File: config.mk
export PLATFORM = sky130hd
export DESIGN_NAME = ewf_top
export DESIGN_NICKNAME = d
export VERILOG_FILES = /design/src/verilog/ewf_pkg.sv /design/src/verilog/ewf_fifo.sv /design/src/verilog/ewf_top.sv
export SDC_FILE = /design/constraint.sdc
export NUM_CORES = 1
export LEC_CHECK = 0
export ABC_CLOCK_PERIOD_IN_PS = 16600
export BUFFER_PORTS_ARGS = -buffer_cell sky130_fd_sc_hd__buf_2
export CORE_UTILIZATION = 60
export CTS_BUF_LIST = sky130_fd_sc_hd__clkbuf_8
export DETAILED_ROUTE_END_ITERATION = 6
export PLACE_DENSITY = 0.79
export SETUP_SLACK_MARGIN = 0.02
export SLEW_MARGIN = 10
export SYNTH_ARGS = -nofsm -noshare
export SYNTH_HDL_FRONTEND = slang
export SYNTH_HIERARCHICAL = 1
export SYNTH_SLANG_ARGS = --single-unit
File: constraint.sdc
create_clock -name I_REF_CLK -period 16.6 [get_ports I_REF_CLK]
set_input_delay 1.66 -clock I_REF_CLK [delete_from_list [all_inputs] [get_ports I_REF_CLK]]
set_output_delay 1.66 -clock I_REF_CLK [all_outputs]
set_load 0.01 [all_outputs]
File: src/verilog/ewf_pkg.sv
// Package of constants and types for the wake-up frame filter
package ewf_pkg;
	localparam int         NUM_FILTERS      = 4;
	localparam int         MASK_BYTES       = 31;
	localparam logic [7:0] ADDR_PATTERN_BASE = 8'h28;
	localparam logic [7:0] ADDR_WAKE_CTRL   = 8'h2c;
	localparam logic [7:0] ADDR_SLEEP_CMD   = 8'h30;
	localparam int         WAKE_FRAME_BIT   = 6;
	localparam int         WAKE_SIG_BIT     = 5;
	localparam int         FRAME_EN_BIT     = 2;
	localparam int         SIG_EN_BIT       = 1;
	localparam int         IRQ_EN_BIT       = 0;
	localparam int         IRQ_FLAG_BIT     = 7;
	localparam int         SLEEP_BIT        = 8;
	localparam int         CMD_MCAST_BIT    = 3;
	localparam int         CMD_EN_BIT       = 0;
	localparam logic [3:0] SLEEP_ENTER_CODE = 4'hc;
	localparam logic [3:0] SLEEP_EXIT_CODE  = 4'hd;
	localparam logic [15:0] CRC_POLY        = 16'h8005;
	localparam logic [15:0] CRC_INIT        = 16'hffff;
	localparam logic [7:0] SIG_SYNC_BYTE    = 8'hff;
	localparam int         SIG_SYNC_COUNT   = 6;
	localparam int         SIG_REPEATS      = 16;
	localparam logic [31:0] REG_RESET       = 32'h0000_0000;
	localparam int         FIFO_DEPTH       = 16;
	typedef enum logic [1:0] {EWF_SIG_SYNC, EWF_SIG_ADDR} ewf_sig_e;
endpackage

File: src/verilog/ewf_fifo.sv
// Byte FIFO between the receive datapath and the wake-up filters
`timescale 1ns/1ps
module ewf_fifo #(
	parameter int WIDTH = 9,
	parameter int DEPTH = 16
) (
	input  wire logic             i_clk,
	input  wire logic             i_rst_n,
	input  wire logic [WIDTH-1:0] i_data,
	input  wire logic             i_valid,
	output logic                  o_ready,
	output logic [WIDTH-1:0]      o_data,
	output logic                  o_valid,
	input  wire logic             i_ready
);
	localparam int AW = $clog2(DEPTH);
	// Pointer wrap arithmetic only works for power-of-two depths
	if (DEPTH < 2 || (1 << AW) != DEPTH) begin : g_bad_depth
		$error("ewf_fifo depth must be a power of two");
	end
	logic [WIDTH-1:0] mem [DEPTH];
	logic [AW:0]      wp_r;
	logic [AW:0]      rp_r;
	logic             full;
	logic             empty;
	assign full    = (wp_r[AW] != rp_r[AW]) && (wp_r[AW-1:0] == rp_r[AW-1:0]);
	assign empty   = wp_r == rp_r;
	assign o_ready = !full;
	assign o_valid = !empty;
	assign o_data  = mem[rp_r[AW-1:0]];
	always_ff @(posedge i_clk or negedge i_rst_n) begin
		if (!i_rst_n) begin
			wp_r <= '0;
			rp_r <= '0;
		end else begin
			if (i_valid && !full)
				wp_r <= wp_r + 1'b1;
			if (i_ready && !empty)
				rp_r <= rp_r + 1'b1;
		end
	end
	always_ff @(posedge i_clk) begin
		if (i_valid && !full)
			mem[wp_r[AW-1:0]] <= i_data;
	end
endmodule

File: src/verilog/ewf_top.sv
// Sleep-mode wake-up frame recognizer with pattern filters
`timescale 1ns/1ps
// Overview of operation
// - Only enabled signature or pattern frames wake
// - Pattern match plus address pass unless bypassed
// - Command MSB selects unicast or multicast
// - Command LSB enables each filter
// - Offset gives first examined frame byte
// - Masked bytes in window feed CRC
// - Mask bit 31 never selects a byte
// - Match when CRC equals programmed value
// - Wake frame sets status bit six
// - Interrupt only when interrupt enable set
// - Eight filter words in fixed order
// - Enabling a wake source also sleeps
module ewf_top (
	input  wire logic        I_REF_CLK,
	input  wire logic        I_RESET_N,
	input  wire logic [7:0]  I_ADDR,
	input  wire logic [31:0] I_WDATA,
	input  wire logic        I_WR,
	input  wire logic        I_RD,
	input  wire logic [3:0]  I_SLEEP_CMD,
	input  wire logic        I_SLEEP_CMD_WR,
	input  wire logic [47:0] I_STATION_ADDR,
	input  wire logic        I_RX_SOF,
	input  wire logic        I_RX_VALID,
	input  wire logic [7:0]  I_RX_DATA,
	input  wire logic        I_RX_EOF,
	input  wire logic        I_ADDR_PASS,
	input  wire logic        I_MCAST,
	input  wire logic        I_ADDRESS_FILTER_BYPASS,
	output logic             O_RX_READY,
	output logic [31:0]      O_RDATA,
	output logic             O_SLEEP,
	output logic             O_WAKE,
	output logic             O_POWER_EVENT_IRQ
);
	import ewf_pkg::*;
	typedef struct packed {
		logic [7:0][31:0]  pat;
		logic [8:0]        ctrl;
		logic              cmd_sleep;
		logic [NUM_FILTERS-1:0][15:0] crc;
		logic [NUM_FILTERS-1:0]       done;
		logic [10:0]       pos;
		logic              mcast;
		logic              apass;
		ewf_sig_e          sig_st;
		logic [2:0]        sig_n;
		logic [2:0]        sig_b;
		logic [4:0]        sig_rep;
		logic              sig_hit;
		logic [31:0]       rdata;
		logic              wake;
		logic              irq;
	} ewf_state_s;
	ewf_state_s s_r;
	ewf_state_s s_nxt;
	logic [8:0] f_data;
	logic       f_valid;
	logic       f_ready;
	// Start-of-frame mark travels with the byte: bit 8 = start of frame; end of frame is delayed two cycles outside the FIFO
	ewf_fifo #(.WIDTH(9), .DEPTH(FIFO_DEPTH)) u_fifo (
		.i_clk   (I_REF_CLK),
		.i_rst_n (I_RESET_N),
		.i_data  ({I_RX_SOF, I_RX_DATA}),
		.i_valid (I_RX_VALID),
		.o_ready (f_ready),
		.o_data  (f_data),
		.o_valid (f_valid),
		.i_ready (1'b1)
	);
	logic eof_d_r;
	logic eof_d2_r;
	always_ff @(posedge I_REF_CLK or negedge I_RESET_N) begin
		if (!I_RESET_N) begin
			eof_d_r  <= 1'b0;
			eof_d2_r <= 1'b0;
		end else begin
			eof_d_r  <= I_RX_EOF;
			eof_d2_r <= eof_d_r;
		end
	end
	function automatic logic [15:0] crc_byte(input logic [15:0] c,
	                                        input logic [7:0] b);
		logic [15:0] x;
		x = c;
		for (int k = 7; k >= 0; k--) begin
			if (x[15] ^ b[k])
				x = {x[14:0], 1'b0} ^ CRC_POLY;
			else
				x = {x[14:0], 1'b0};
		end
		return x;
	endfunction
	always_comb begin
		logic [7:0]  byt;
		logic        sof;
		logic [10:0] p;
		logic [7:0]  off;
		logic [3:0]  cmd;
		logic [10:0] rel;
		logic        frame_hit;
		logic        wake_ev;
		logic [7:0]  addr_byte;
		logic        frame_set;
		logic        sig_set;
		s_nxt     = s_r;
		frame_set = 1'b0;
		sig_set   = 1'b0;
		byt       = f_data[7:0];
		sof       = f_data[8];
		p         = '0;
		off       = '0;
		cmd       = '0;
		rel       = '0;
		frame_hit = 1'b0;
		wake_ev   = 1'b0;
		addr_byte = '0;
		s_nxt.wake = 1'b0;
		if (f_valid) begin
			if (sof) begin
				p = '0;
				s_nxt.crc     = {NUM_FILTERS{CRC_INIT}};
				s_nxt.done    = '0;
				s_nxt.sig_st  = EWF_SIG_SYNC;
				s_nxt.sig_n   = '0;
				s_nxt.sig_hit = 1'b0;
			end else begin
				p = s_r.pos;
			end
			if (p == 11'd0) begin
				s_nxt.mcast = I_MCAST;
				s_nxt.apass = I_ADDR_PASS;
			end
			for (int f = 0; f < NUM_FILTERS; f++) begin
				off = s_r.pat[5][8*f +: 8];
				rel = p - {3'b0, off};
				if (p >= {3'b0, off} && rel < 11'(MASK_BYTES) &&
				    s_r.pat[f][rel[4:0]] && rel[4:0] != 5'd31)
					s_nxt.crc[f] = crc_byte(sof ? CRC_INIT : s_r.crc[f], byt);
				if (p >= {3'b0, off} && rel == 11'(MASK_BYTES - 1))
					s_nxt.done[f] = 1'b1;
			end
			// Signature search restarts whenever the sequence breaks
			addr_byte = I_STATION_ADDR[47 - 8*s_r.sig_b -: 8];
			case (s_r.sig_st)
				EWF_SIG_SYNC: begin
					if (byt == SIG_SYNC_BYTE) begin
						if (s_r.sig_n == 3'(SIG_SYNC_COUNT - 1)) begin
							s_nxt.sig_st  = EWF_SIG_ADDR;
							s_nxt.sig_b   = '0;
							s_nxt.sig_rep = '0;
						end else begin
							s_nxt.sig_n = s_r.sig_n + 3'd1;
						end
					end else begin
						s_nxt.sig_n = '0;
					end
				end
				EWF_SIG_ADDR: begin
					if (byt == addr_byte) begin
						if (s_r.sig_b == 3'd5) begin
							s_nxt.sig_b = '0;
							if (s_r.sig_rep == 5'(SIG_REPEATS - 1))
								s_nxt.sig_hit = 1'b1;
							else
								s_nxt.sig_rep = s_r.sig_rep + 5'd1;
						end else begin
							s_nxt.sig_b = s_r.sig_b + 3'd1;
						end
					end else begin
						s_nxt.sig_st = EWF_SIG_SYNC;
						s_nxt.sig_n  = (byt == SIG_SYNC_BYTE) ? 3'd1 : 3'd0;
					end
				end
				default: s_nxt.sig_st = EWF_SIG_SYNC;
			endcase
			s_nxt.pos = (p == 11'h7ff) ? p : p + 11'd1;
		end
		// Decision at end of frame, after the FIFO has drained
		if (eof_d2_r && !f_valid) begin
			for (int f = 0; f < NUM_FILTERS; f++) begin
				cmd = s_r.pat[4][8*f +: 4];
				if (cmd[CMD_EN_BIT] &&
				    cmd[CMD_MCAST_BIT] == s_r.mcast &&
				    s_r.done[f] &&
				    s_r.crc[f] == s_r.pat[6 + f/2][16*(f%2) +: 16])
					frame_hit = 1'b1;
			end
			frame_hit = frame_hit &&
			            (s_r.apass || I_ADDRESS_FILTER_BYPASS);
			if (s_r.ctrl[SLEEP_BIT] && frame_hit &&
			    s_r.ctrl[FRAME_EN_BIT]) begin
				s_nxt.ctrl[WAKE_FRAME_BIT] = 1'b1;
				frame_set = 1'b1;
				wake_ev = 1'b1;
			end
			if (s_r.ctrl[SLEEP_BIT] && s_r.sig_hit &&
			    s_r.ctrl[SIG_EN_BIT]) begin
				s_nxt.ctrl[WAKE_SIG_BIT] = 1'b1;
				sig_set = 1'b1;
				wake_ev = 1'b1;
			end
		end
		// Register writes; hardware set wins over software clear
		if (I_WR) begin
			if (I_ADDR >= ADDR_PATTERN_BASE &&
			    I_ADDR < ADDR_PATTERN_BASE + 8'd32 && I_ADDR[1:0] == 2'b00)
				s_nxt.pat[I_ADDR[4:2] - 3'd2] = I_WDATA;
			if (I_ADDR == ADDR_WAKE_CTRL) begin
				s_nxt.ctrl[2:0] = I_WDATA[2:0];
				if (!I_WDATA[WAKE_SIG_BIT] && !sig_set)
					s_nxt.ctrl[WAKE_SIG_BIT] = 1'b0;
				if (!I_WDATA[WAKE_FRAME_BIT] && !frame_set)
					s_nxt.ctrl[WAKE_FRAME_BIT] = 1'b0;
				if (!I_WDATA[IRQ_FLAG_BIT])
					s_nxt.ctrl[IRQ_FLAG_BIT] = 1'b0;
			end
		end
		for (int f = 0; f < NUM_FILTERS; f++)
			s_nxt.pat[f][31] = 1'b0;
		if (I_SLEEP_CMD_WR && I_SLEEP_CMD == SLEEP_ENTER_CODE)
			s_nxt.cmd_sleep = 1'b1;
		if (I_SLEEP_CMD_WR && I_SLEEP_CMD == SLEEP_EXIT_CODE)
			s_nxt.cmd_sleep = 1'b0;
		if (wake_ev) begin
			s_nxt.cmd_sleep = 1'b0;
			s_nxt.wake      = 1'b1;
			if (s_r.ctrl[IRQ_EN_BIT])
				s_nxt.ctrl[IRQ_FLAG_BIT] = 1'b1;
		end
		// Sleep holds while a source is armed and no wake has been seen
		s_nxt.ctrl[SLEEP_BIT] = s_nxt.cmd_sleep ||
			((s_nxt.ctrl[FRAME_EN_BIT] || s_nxt.ctrl[SIG_EN_BIT]) &&
			 !s_nxt.ctrl[WAKE_FRAME_BIT] && !s_nxt.ctrl[WAKE_SIG_BIT]);
		s_nxt.irq = s_nxt.ctrl[IRQ_FLAG_BIT];
		s_nxt.rdata = '0;
		if (I_RD) begin
			if (I_ADDR >= ADDR_PATTERN_BASE &&
			    I_ADDR < ADDR_PATTERN_BASE + 8'd32 && I_ADDR[1:0] == 2'b00)
				s_nxt.rdata = s_r.pat[I_ADDR[4:2] - 3'd2];
			else if (I_ADDR == ADDR_WAKE_CTRL)
				s_nxt.rdata = {23'b0, s_r.ctrl};
		end
	end
	always_ff @(posedge I_REF_CLK or negedge I_RESET_N) begin
		if (!I_RESET_N)
			s_r <= '0;
		else
			s_r <= s_nxt;
	end
	logic ready_r;
	always_ff @(posedge I_REF_CLK or negedge I_RESET_N) begin
		if (!I_RESET_N)
			ready_r <= 1'b0;
		else
			ready_r <= f_ready;
	end
	assign O_RX_READY        = ready_r;
	assign O_RDATA           = s_r.rdata;
	assign O_SLEEP           = s_r.ctrl[SLEEP_BIT];
	assign O_WAKE            = s_r.wake;
	assign O_POWER_EVENT_IRQ = s_r.irq;
endmodule

## After elaboration in Yosys (flattened, before gate mapping)

Memories as Yosys holds them, arrays and structs flattened.
Index checks and enable logic that the tools add are counted.

- Output and inout port bits: 36
- Bits in registers: 402
- Memories: 1
- Logic and storage cells: 411
- Bits in writable memories: 144

- Multiplexer cells: 167
- Reduce and logical (&&, ||, !) cells: 80
- Shifts and indexed selects: 1
- Equal/unequal tests: 34
- Order comparisons: 16
- $add $sub $neg: 12
- Bitwise gates (word level): 65

Memories:

| name | words | width | read ports | clocked after Yosys merged registers in | wr ports | line | RTL |
|---|---|---|---|---|---|---|---|
| u_fifo.mem | 16 | 9 | 1 | 0 | 1 | ewf_fifo.sv:21 | `logic [WIDTH-1:0] mem [DEPTH];` |

Operator list:

| kind | number |
|---|---|
| 16-bit 2-to-1 mux | 96 |
| 256-bit bitwise mux | 1 |
| 32-bit 2-to-1 mux | 4 |
| 32-bit binary-select mux with 3-bit select | 1 |
| 32-bit demux with 3-bit select | 1 |
| 3-bit inverter | 32 |
| 68-bit 2-to-1 mux | 1 |
| 16-bit equality test | 4 |
| 55-bit by 33-bit variable part select with 8-bit output | 1 |
| 1-bit logical AND | 45 |
| 11-bit by 5-bit equality test with 1-bit output (second input constant) | 4 |
| 11-bit by 8-bit >= comparator with 1-bit output | 4 |
| 11-bit by 5-bit less-than comparator with 1-bit output (second input constant) | 4 |
| 11-bit by 8-bit subtractor with 11-bit output | 4 |
| 1-bit 2-to-1 mux | 36 |
| 11-bit 2-to-1 mux | 3 |
| 1-bit bitwise XOR | 32 |
| 5-bit by 6-bit less-than comparator with 1-bit output (second input constant) | 4 |
| 11-bit case mux with 2 select lines | 1 |
| 2-bit AND reduction | 11 |
| 3-bit 2-to-1 mux | 7 |
| 1-bit binary-select mux with 5-bit select | 4 |
| 5-bit != test (second input constant) | 4 |
| 9-bit 2-to-1 mux | 2 |
| 35 further kinds | 69 |

## Longest topological paths before layout

Gate-level depths: netlist (run 1).
An unclocked memory read counts as a cell.

- Depth after elaboration: 37
- Depth in mapped cells: 28
- Mapped depth without buffers: 16

## Cells and area by module

The synthesis (run 1) kept the hierarchy.

Modules (own cells, without submodules):

| module | seq. area each (µm²) | times used | cells each | area each (µm²) |
|---|---|---|---|---|
| ewf_top | 9784.4 | 1 | 2011 | 23058.4 |
| ewf_fifo | 4574.4 | 1 | 306 | 6128.4 |

## Worst setup path before layout (run 1)

OpenSTA, ideal clock, no wires.

- Path type: register to register
- From: register u_fifo.rp_r[1]
- To: register s_r[113] (netlist bit)
- Stages on the path, launching flop included: 27
- Library setup time: 0.094 ns
- Clock period less this slack: 5.955 ns
- Buffers on the path: 13
- Setup slack: 10.645 ns
- Arrival time: 5.861 ns
- Data required time: 16.506 ns
- Path through: dfrtp_1 buf_6 buf_6 mux4_2 a22oi_1 nand2_1 buf_2 buf_4 buf_2 buf_2 buf_2 clkbuf_1 clkbuf_1 clkbuf_1 nand2b_1 ha_1 inv_1 ha_1 buf_1 mux2_2 a22o_1 mux4_2 mux2_2 and3_1 buf_2 buf_4 a211oi_1

- Word-level cells in the longest chain between the ends: 33
- Elaborated cells between the ends (all ways): 55

Ends and longest elaborated chain:

| element | line | RTL |
|---|---|---|
| start, declared | ewf_fifo.sv:23 | `logic [AW:0] rp_r;` |
| start signal, assigned | ewf_fifo.sv:39 | `rp_r <= rp_r + 1'b1;` |
| memory read 16 x 9 bit * | - |  |
| named net f_data[8] | ewf_top.sv:60 | `logic [8:0] f_data;` |
| 16-bit 2-to-1 mux | ewf_top.sv:142 | `s_nxt.crc[f] = crc_byte(sof ? CRC_INIT : s_r.crc[f], byt);` |
| 1-bit bitwise XOR / 3-bit inverter (equally long branches) | - |  |
| 16-bit 2-to-1 mux | ewf_top.sv:90 | `if (x[15] ^ b[k])` |
| 16-bit 2-to-1 mux | ewf_top.sv:140 | `if (p >= {3'b0, off} && rel < 11'(MASK_BYTES) &&` |
| 16-bit 2-to-1 mux | ewf_top.sv:122 | `if (f_valid) begin` |
| 1-bit bitwise XOR | ewf_top.sv:90 |  |
| (+18 left out) | - |  |
| 16-bit 2-to-1 mux | ewf_top.sv:122 |  |
| 1-bit bitwise XOR | ewf_top.sv:90 |  |
| 16-bit 2-to-1 mux | ewf_top.sv:90 |  |
| 16-bit 2-to-1 mux | ewf_top.sv:140 |  |
| 16-bit 2-to-1 mux | ewf_top.sv:122 |  |
| 1-bit bitwise XOR | ewf_top.sv:90 |  |
| 16-bit 2-to-1 mux | ewf_top.sv:90 |  |
| 16-bit 2-to-1 mux | ewf_top.sv:140 |  |
| end signal, assigned | ewf_top.sv:252 | `s_r <= s_nxt;` |
| end, declared | ewf_top.sv:58 | `ewf_state_s s_r;` |

The timed path passes the listed nets; every way through them passes the cells marked *. The select of a mux whose other input is x is not followed.
A chain may end at the register's enable or synchronous reset.

## Worst setup path after layout (run 1)

- From: register u_fifo.rp_r[2]
- To: register s_r[107] (netlist bit)

- Word-level cells in the longest chain between the ends: 25
- Elaborated cells between the ends (all ways): 40

Ends and longest elaborated chain:

| element | line |
|---|---|
| memory read 16 x 9 bit * | - |
| named net f_data[8] | ewf_top.sv:60 |
| 16-bit 2-to-1 mux | ewf_top.sv:142 |
| 16-bit 2-to-1 mux | ewf_top.sv:90 |
| 16-bit 2-to-1 mux | ewf_top.sv:140 |
| 16-bit 2-to-1 mux | ewf_top.sv:122 |
| 16-bit 2-to-1 mux | ewf_top.sv:90 |
| 16-bit 2-to-1 mux | ewf_top.sv:140 |
| (+10 left out) | - |
| 16-bit 2-to-1 mux | ewf_top.sv:90 |
| 16-bit 2-to-1 mux | ewf_top.sv:140 |
| 16-bit 2-to-1 mux | ewf_top.sv:122 |
| 16-bit 2-to-1 mux | ewf_top.sv:90 |
| 16-bit 2-to-1 mux | ewf_top.sv:140 |
| 16-bit 2-to-1 mux | ewf_top.sv:122 |
| 16-bit 2-to-1 mux | ewf_top.sv:90 |
| 16-bit 2-to-1 mux | ewf_top.sv:140 |

Marked as above.

==> implementation parameters, run 1 <==
Parameter                              Value

Outcome
  Outcome    finished clean

Global route
  Maximum number of pins on one net before global-route repair    114
  Global-route wire length before repair    120,000 um
  Via count of the first global-routing pass    20,240
  All-Layer GR Usage    0.3196
  Grt total ovfl    0
  Number of antenna violations at the first check in global routing    2

Clocking
  Library cell used as clock root buffer    sky130_fd_sc_hd__clkbuf_8
  Number of clock sinks seen by CTS    545
  Longest Clk Path Bufs    3
  CTS tree    done
  Clock insertion delay at the later pin of the skew report    0.71 ns
  Hold-fix buffer count after cts    0
  Clock buffers created by TritonCTS    91
  Resize count post-CTS    0
  Clock transition at the register clock pins on the worst setup and hold paths after CTS    0.06 ns
  Setup Fix Bufs, Post-CTS    0
  Maximum level of the CTS H-tree    3

Floorplanning
  Chip height    222.6 um
  Die width    222.6 um
  FP Rows    80
  Ports placed on the boundary    147
  Core area    47,850 um2
  Starting utilization of the core area    0.6100
  Die area    49,530 um2

Detailed routing
  Detail Route Antenna Nets    0
  Remaining design rule violation count    0
  Number of DRC violations after detailed-routing iteration 0    2,242
  Vias after detailed routing    20,130
  Per-cell via count in the routed design    6.529
  Routed Wire Length    78,010 um
  Post-detailed-route wirelength per cell    25.30 um
  Drt pass-1 iters    6

Setup path
  Critical path data arrival time    6.66 ns
  Endpoint type of the worst setup path    flip-flop
  Cells on worst reg2reg path    15
  Largest driver fanout on the critical path    60
  Classification of the worst setup path    flip-flop to flip-flop
  Crit path required time    17.22 ns
  Crit path launch type    flip-flop

Final layout
  Filler Cells Inserted    3,426
  Area occupied by registers    14,360 um2
  # nets final    2,533
  Area growth syn-to-layout    8.977%
  Post-Layout Cell Count    3,083
  Area of all placed cells without fillers    31,810 um2
  Footprint of the multi-input gates    13,800 um2
  Share of the core filled with cells    0.6648
  Proportion of layout cells with a drive suffix above 1    0.2923

Pwr
  Power per unit of standard cell area    167.0 nW/um2
  Worst vdd rail ir drop    0.0001922 V
  Leakage    13.47 nW
  Power, Total    5.310 mW

STA
  Slew Limit Fails    0
  Unrepaired setup endpoints after global routing    no
  Post-route clock skew    0.05162 ns
  Least-Margin Pin Slew    1.310 ns
  Fraction of the cycle the final worst path needs    0.3638
  Final hold violations    0
  Final-report setup violation count    0
  Max_slew headroom    0.1205
  Post-layout worst setup margin    10.56 ns
  Tightest hold margin    0.3552 ns
  Fin Setup TNS    0 ns
  Maximum clock rate    165.6 MHz
  Final period demand of the worst path    6.040 ns

Yosys
  Number of register bits inferred by synthesis    545
  Number of distinct library cells after synthesis    86
  Yosys warning count    6
  Number of flops mapped to enable cells by yosys    144
  Top post-synthesis cells by count    sky130_fd_sc_hd__dfrtp_1 (401), sky130_fd_sc_hd__mux2_2 (268), sky130_fd_sc_hd__nor2_1 (232)
  Sequential element share of the synthesized area    0.4920
  Cell area after synthesis    29,190 um2
  Post-synth top area share    0.3438
  Number of cells produced by synthesis    2,317
  Syn Area/Cell    12.60 um2
  Cell taking the most area after synthesis    sky130_fd_sc_hd__dfrtp_1
  Most numerous cell in the Yosys netlist    sky130_fd_sc_hd__dfrtp_1
  Post-synth top flop    sky130_fd_sc_hd__dfrtp_1
  Cell types occupying the most area after synthesis    sky130_fd_sc_hd__dfrtp_1 (34%), sky130_fd_sc_hd__edfxtp_1 (15%), sky130_fd_sc_hd__mux2_2 (10%)
  Async S/R FF share, synth    0.7358

Placed design
  Minimum setup slack after placement    10.70 ns
  Number of port buffers    146
  Placed cell count    2,917
  Placed cell area    30,000 um2
  Weighted congestion at the end of routability-driven global placement    0.9548
  Half-perimeter wire length after detailed placement    54,340 um

Min path
  Worst hold path class    flip-flop to flip-flop
  Cell depth of the worst min-delay path    0

Job
  Count of max-cap constraint violations    0
## where the power goes
| group | switching (mW) | internal, mW | total (mW) |
|---|---|---|---|
| Combinational | 1.46 | 1.01 | 2.48 |
| Sequential | 0.153 | 1.51 | 1.66 |
| Clock | 0.551 | 0.621 | 1.17 |
## layout by cell type (no fill, tap or decap), types with 23 or more instances in the layout
| cell | count |
|---|---|
| sky130_fd_sc_hd__xor2_1 | 50 |
| sky130_fd_sc_hd__clkbuf_8 | 107 |
| sky130_fd_sc_hd__nor2b_1 | 24 |
| sky130_fd_sc_hd__nor2_1 | 232 |
| sky130_fd_sc_hd__buf_4 | 24 |
| sky130_fd_sc_hd__dfrtp_1 | 400 |
| sky130_fd_sc_hd__edfxtp_1 | 144 |
| sky130_fd_sc_hd__nand3_1 | 23 |
| sky130_fd_sc_hd__mux2_2 | 268 |
| sky130_fd_sc_hd__mux2i_1 | 112 |
| sky130_fd_sc_hd__a21oi_1 | 29 |
| sky130_fd_sc_hd__ha_1 | 26 |
| sky130_fd_sc_hd__nand4_1 | 28 |
| sky130_fd_sc_hd__o22ai_1 | 28 |
| sky130_fd_sc_hd__mux4_2 | 131 |
| sky130_fd_sc_hd__nand2_1 | 91 |
| sky130_fd_sc_hd__nand2b_1 | 24 |
| sky130_fd_sc_hd__xnor2_1 | 171 |
| sky130_fd_sc_hd__o21ai_0 | 32 |
| sky130_fd_sc_hd__buf_2 | 144 |
| sky130_fd_sc_hd__inv_1 | 77 |
## worst max-delay path, cell delays in order, from the launching register on
cell and delay (ns):
sky130_fd_sc_hd__dfrtp_1 0.34, sky130_fd_sc_hd__buf_4 0.49, sky130_fd_sc_hd__mux4_2 0.40, sky130_fd_sc_hd__a22oi_1 0.31, sky130_fd_sc_hd__nand2_4 0.41, sky130_fd_sc_hd__nor2b_1 0.62
sky130_fd_sc_hd__xnor2_1 0.14, sky130_fd_sc_hd__ha_1 0.26, sky130_fd_sc_hd__nor4_1 0.55, sky130_fd_sc_hd__a2111oi_2 0.12, sky130_fd_sc_hd__a211oi_2 0.41, sky130_fd_sc_hd__nor4bb_1 0.33
sky130_fd_sc_hd__a211oi_1 0.08, sky130_fd_sc_hd__nor3_1 0.21, sky130_fd_sc_hd__nor2b_2 0.93, sky130_fd_sc_hd__mux2i_1 0.28
## area by class of cell
| cell class | instances | share of cell area |
|---|---|---|
| antenna | 1 | 0.00007868 |
| sequential | 545 | 0.4515 |
| tap | 615 | 0.02419 |
| timing repair buffer | 169 | 0.02880 |
| clock inverter | 58 | 0.01054 |
| inverter | 39 | 0.004602 |
| multi-input combinational | 1549 | 0.4340 |
| clock buffer | 107 | 0.04630 |
## routing by layer
metal / track usage / wire (um) / share of wire
met4: 0.1219 / 2558 / 0.033
met2: 0.5012 / 37320 / 0.48
met5: 0 / 17 / 0.00022
met1: 0.4434 / 31850 / 0.41
met3: 0.06295 / 6261 / 0.080
## state kept, by name (all words and copies together) (netlist names)
name	flops
s_r	354
u_fifo/mem	144
O_RDATA	32
u_fifo/rp_r	5
u_fifo/wp_r	5
O_RX_READY	1
O_SLEEP	1
O_WAKE	1
eof_d2_r	1
eof_d_r	1
## worst paths after layout
path                       slack, ns      startpoint  endpoint
max                            10.56  u_fifo/rp_r[2]  s_r[107]
max reg2reg                    10.56  u_fifo/rp_r[2]  s_r[107]
min reg2reg                     0.36         eof_d_r  eof_d2_r
max in group asynchronous      13.34       I_RESET_N  s_r[340]
min                             0.36         eof_d_r  eof_d2_r
min in group asynchronous       1.00       I_RESET_N   s_r[38]
## cells by family after synthesis
group / Yosys count / share of synthesized area
XOR/XNOR: 223 / 0.06765
buffers and inverters: 226 / 0.03652
AO/OA/AOI/OAI: 260 / 0.06473
flip-flops: 545 / 0.4920
AND/OR/NAND/NOR: 520 / 0.08308
adder cells (fa/ha/maj): 31 / 0.01303
other: 1 / 0.0001285
multiplexers: 511 / 0.2429
No activity file was read; power rests on OpenSTA's default activity.
==> run 2: changes to the inputs <==
--- a/config.mk
+++ b/config.mk
@@ -5,7 +5,7 @@
 export SDC_FILE = /design/constraint.sdc
 export NUM_CORES = 1
 export LEC_CHECK = 0
-export ABC_CLOCK_PERIOD_IN_PS = 16600
+export ABC_CLOCK_PERIOD_IN_PS = 6000
 export BUFFER_PORTS_ARGS = -buffer_cell sky130_fd_sc_hd__buf_2
 export CORE_UTILIZATION = 60
 export CTS_BUF_LIST = sky130_fd_sc_hd__clkbuf_8
==> constraint.sdc (replaced) <==
create_clock -name I_REF_CLK -period 6 [get_ports I_REF_CLK]
set_input_delay 0.6 -clock I_REF_CLK [delete_from_list [all_inputs] [get_ports I_REF_CLK]]
set_output_delay 0.6 -clock I_REF_CLK [all_outputs]
set_load 0.01 [all_outputs]
==> run 2 against run 1 <==
The flow now finishes with violations (hold timing). Non-clock buffer count up 14. Clock skew up 0.0038 ns. Total power rose to 2.8 times the previous value. Cell count up 0.32%. Critical path depth up 1. First-iteration DRC count up 6.6%. Sequential cell count unchanged. Fmax up 8.8%.
==> implementation parameters, run 2 (synthesized netlist as in run 1, its figures left out) <==
Parameter                              Value

Floorplanning
  Die area    49,530 um2
  Chip height    222.6 um
  FP Rows    80
  Starting utilization of the core area    0.6100
  Core area    47,850 um2
  Die width    222.6 um
  Ports placed on the boundary    147

Placed design
  Placed cell area    30,120 um2
  Minimum setup slack after placement    0.5264 ns
  Half-perimeter wire length after detailed placement    54,760 um
  Number of port buffers    146
  Weighted congestion at the end of routability-driven global placement    0.9561
  Placed cell count    2,930

STA
  Final period demand of the worst path    5.553 ns
  Final hold violations    2
  Fin Setup TNS    0 ns
  Unrepaired setup endpoints after global routing    no
  Post-layout worst setup margin    0.4468 ns
  Post-route clock skew    0.05538 ns
  Max_slew headroom    0.1580
  Fraction of the cycle the final worst path needs    0.9255
  Least-Margin Pin Slew    1.260 ns
  Slew Limit Fails    0
  Maximum clock rate    180.1 MHz
  Final-report setup violation count    0
  Tightest hold margin    -0.008718 ns

Final layout
  Proportion of layout cells with a drive suffix above 1    0.2986
  Share of the core filled with cells    0.6682
  Area occupied by registers    14,360 um2
  Area of all placed cells without fillers    31,970 um2
  Largest register by flop count    s_r
  # nets final    2,547
  Footprint of the multi-input gates    13,800 um2
  Post-Layout Cell Count    3,093
  Diode insertion count for antenna repair    0
  Commonest cells after routing, fill and taps aside    sky130_fd_sc_hd__dfrtp_1 (400), sky130_fd_sc_hd__mux2_2 (268), sky130_fd_sc_hd__nor2_1 (232)
  Number of flip-flops under the largest register name    354
  Most common library cell in the layout ignoring fill and taps    sky130_fd_sc_hd__dfrtp_1
  Filler Cells Inserted    3,376
  Area growth syn-to-layout    9.534%

Detailed routing
  Post-detailed-route wirelength per cell    25.48 um
  Detail Route Antenna Nets    0
  Routed Wire Length    78,820 um
  Drt pass-1 iters    5
  Remaining design rule violation count    0
  Number of DRC violations after detailed-routing iteration 0    2,390
  Vias after detailed routing    20,200
  Per-cell via count in the routed design    6.531

Global route
  Global-route wire length before repair    121,100 um
  All-Layer GR Usage    0.3234
  Grt total ovfl    0
  Via count of the first global-routing pass    20,150
  Maximum number of pins on one net before global-route repair    175
  Number of antenna violations at the first check in global routing    0

Pwr
  Worst vdd rail ir drop    0.0004681 V
  Combinational power share    0.466
  NetSw    5.949 mW
  Share of power burned in the clock network    0.223
  Power, Total    14.86 mW
  Fraction of power spent switching nets    0.4004
  Power per unit of standard cell area    464.8 nW/um2
  Cell internal power dissipation    8.909 mW
  Leakage    13.56 nW
  Portion of total power attributed to sequential cells    0.311

Setup path
  R2R setup slack    0.45 ns
  Critical path data arrival time    6.15 ns
  Crit path launch type    flip-flop
  Largest driver fanout on the critical path    16
  Endpoint type of the worst setup path    flip-flop
  Crit path required time    6.60 ns
  Classification of the worst setup path    flip-flop to flip-flop

Clocking
  Longest Clk Path Bufs    3
  Clock buffers created by TritonCTS    91
  Clock insertion delay at the later pin of the skew report    0.71 ns
  CTS tree    done
  Clock transition at the register clock pins on the worst setup and hold paths after CTS    0.06 ns
  Maximum level of the CTS H-tree    3
  Number of clock sinks seen by CTS    545
  Library cell used as clock root buffer    sky130_fd_sc_hd__clkbuf_8
  Setup Fix Bufs, Post-CTS    0

Job
  Count of max-cap constraint violations    0

Min path
  Worst hold path class    input port to async pin

Outcome
  Violated checks    hold timing
  Outcome    finished with violations
-- run 2: final cells by class --
class	count	share of cell area
clock buffer	110	0.04736
multi-input combinational	1549	0.4318
sequential	545	0.4492
tap	615	0.02407
clock inverter	52	0.01021
inverter	39	0.004579
timing repair buffer	183	0.03280
-- run 2: worst paths after layout --
path,depth (start not counted),to,start
setup / recovery,16,s_r[105],u_fifo/rp_r[1]
hold / removal,1,s_r[87],I_RESET_N
setup reg to reg,16,s_r[105],u_fifo/rp_r[1]
hold reg to reg,0,eof_d2_r,eof_d_r
max in group asynchronous,2,s_r[49],I_RESET_N
min in group I_REF_CLK,2,s_r[48],I_ADDR_PASS
-- run 2: what timing repair did --
action                    in CTS  in global routing
hold endpoints to repair       1                  0
resized for setup              0                  0
hold buffers                   1                  0
-- run 2: critical path, cell delays in order, from the launching register on --
cell and delay, ns:
sky130_fd_sc_hd__dfrtp_2 0.63, sky130_fd_sc_hd__mux4_2 0.56, sky130_fd_sc_hd__a22oi_1 0.41, sky130_fd_sc_hd__nand2_4 0.18, sky130_fd_sc_hd__nand2b_1 0.31, sky130_fd_sc_hd__ha_1 0.29
sky130_fd_sc_hd__inv_1 0.08, sky130_fd_sc_hd__ha_1 0.22, sky130_fd_sc_hd__nand2b_1 0.07, sky130_fd_sc_hd__a221o_1 0.33, sky130_fd_sc_hd__a2111oi_2 0.34, sky130_fd_sc_hd__a211oi_2 0.13
sky130_fd_sc_hd__o211ai_1 0.22, sky130_fd_sc_hd__o211ai_1 0.13, sky130_fd_sc_hd__nor3_1 0.24, sky130_fd_sc_hd__nor2b_2 0.97, sky130_fd_sc_hd__mux2i_1 0.29
-- run 2: power by group through the flow --
stage | logic [mW] | clock network [mW] | registers (mW)
detailed placement | 6.81 | 0 | 4.67
global route | 7.36 | 3.51 | 4.65
global placement | 6.63 | 0 | 4.64
finish | 6.93 | 3.31 | 4.62
floorplan | 5.24 | 0 | 4.43
CTS | 6.84 | 3.36 | 4.60
-- run 2: metal layers --
metal | track usage | share of wire
met5 | 0 | 0
met3 | 0.06824 | 0.086
met1 | 0.4499 | 0.41
met2 | 0.5051 | 0.48
met4 | 0.1188 | 0.033
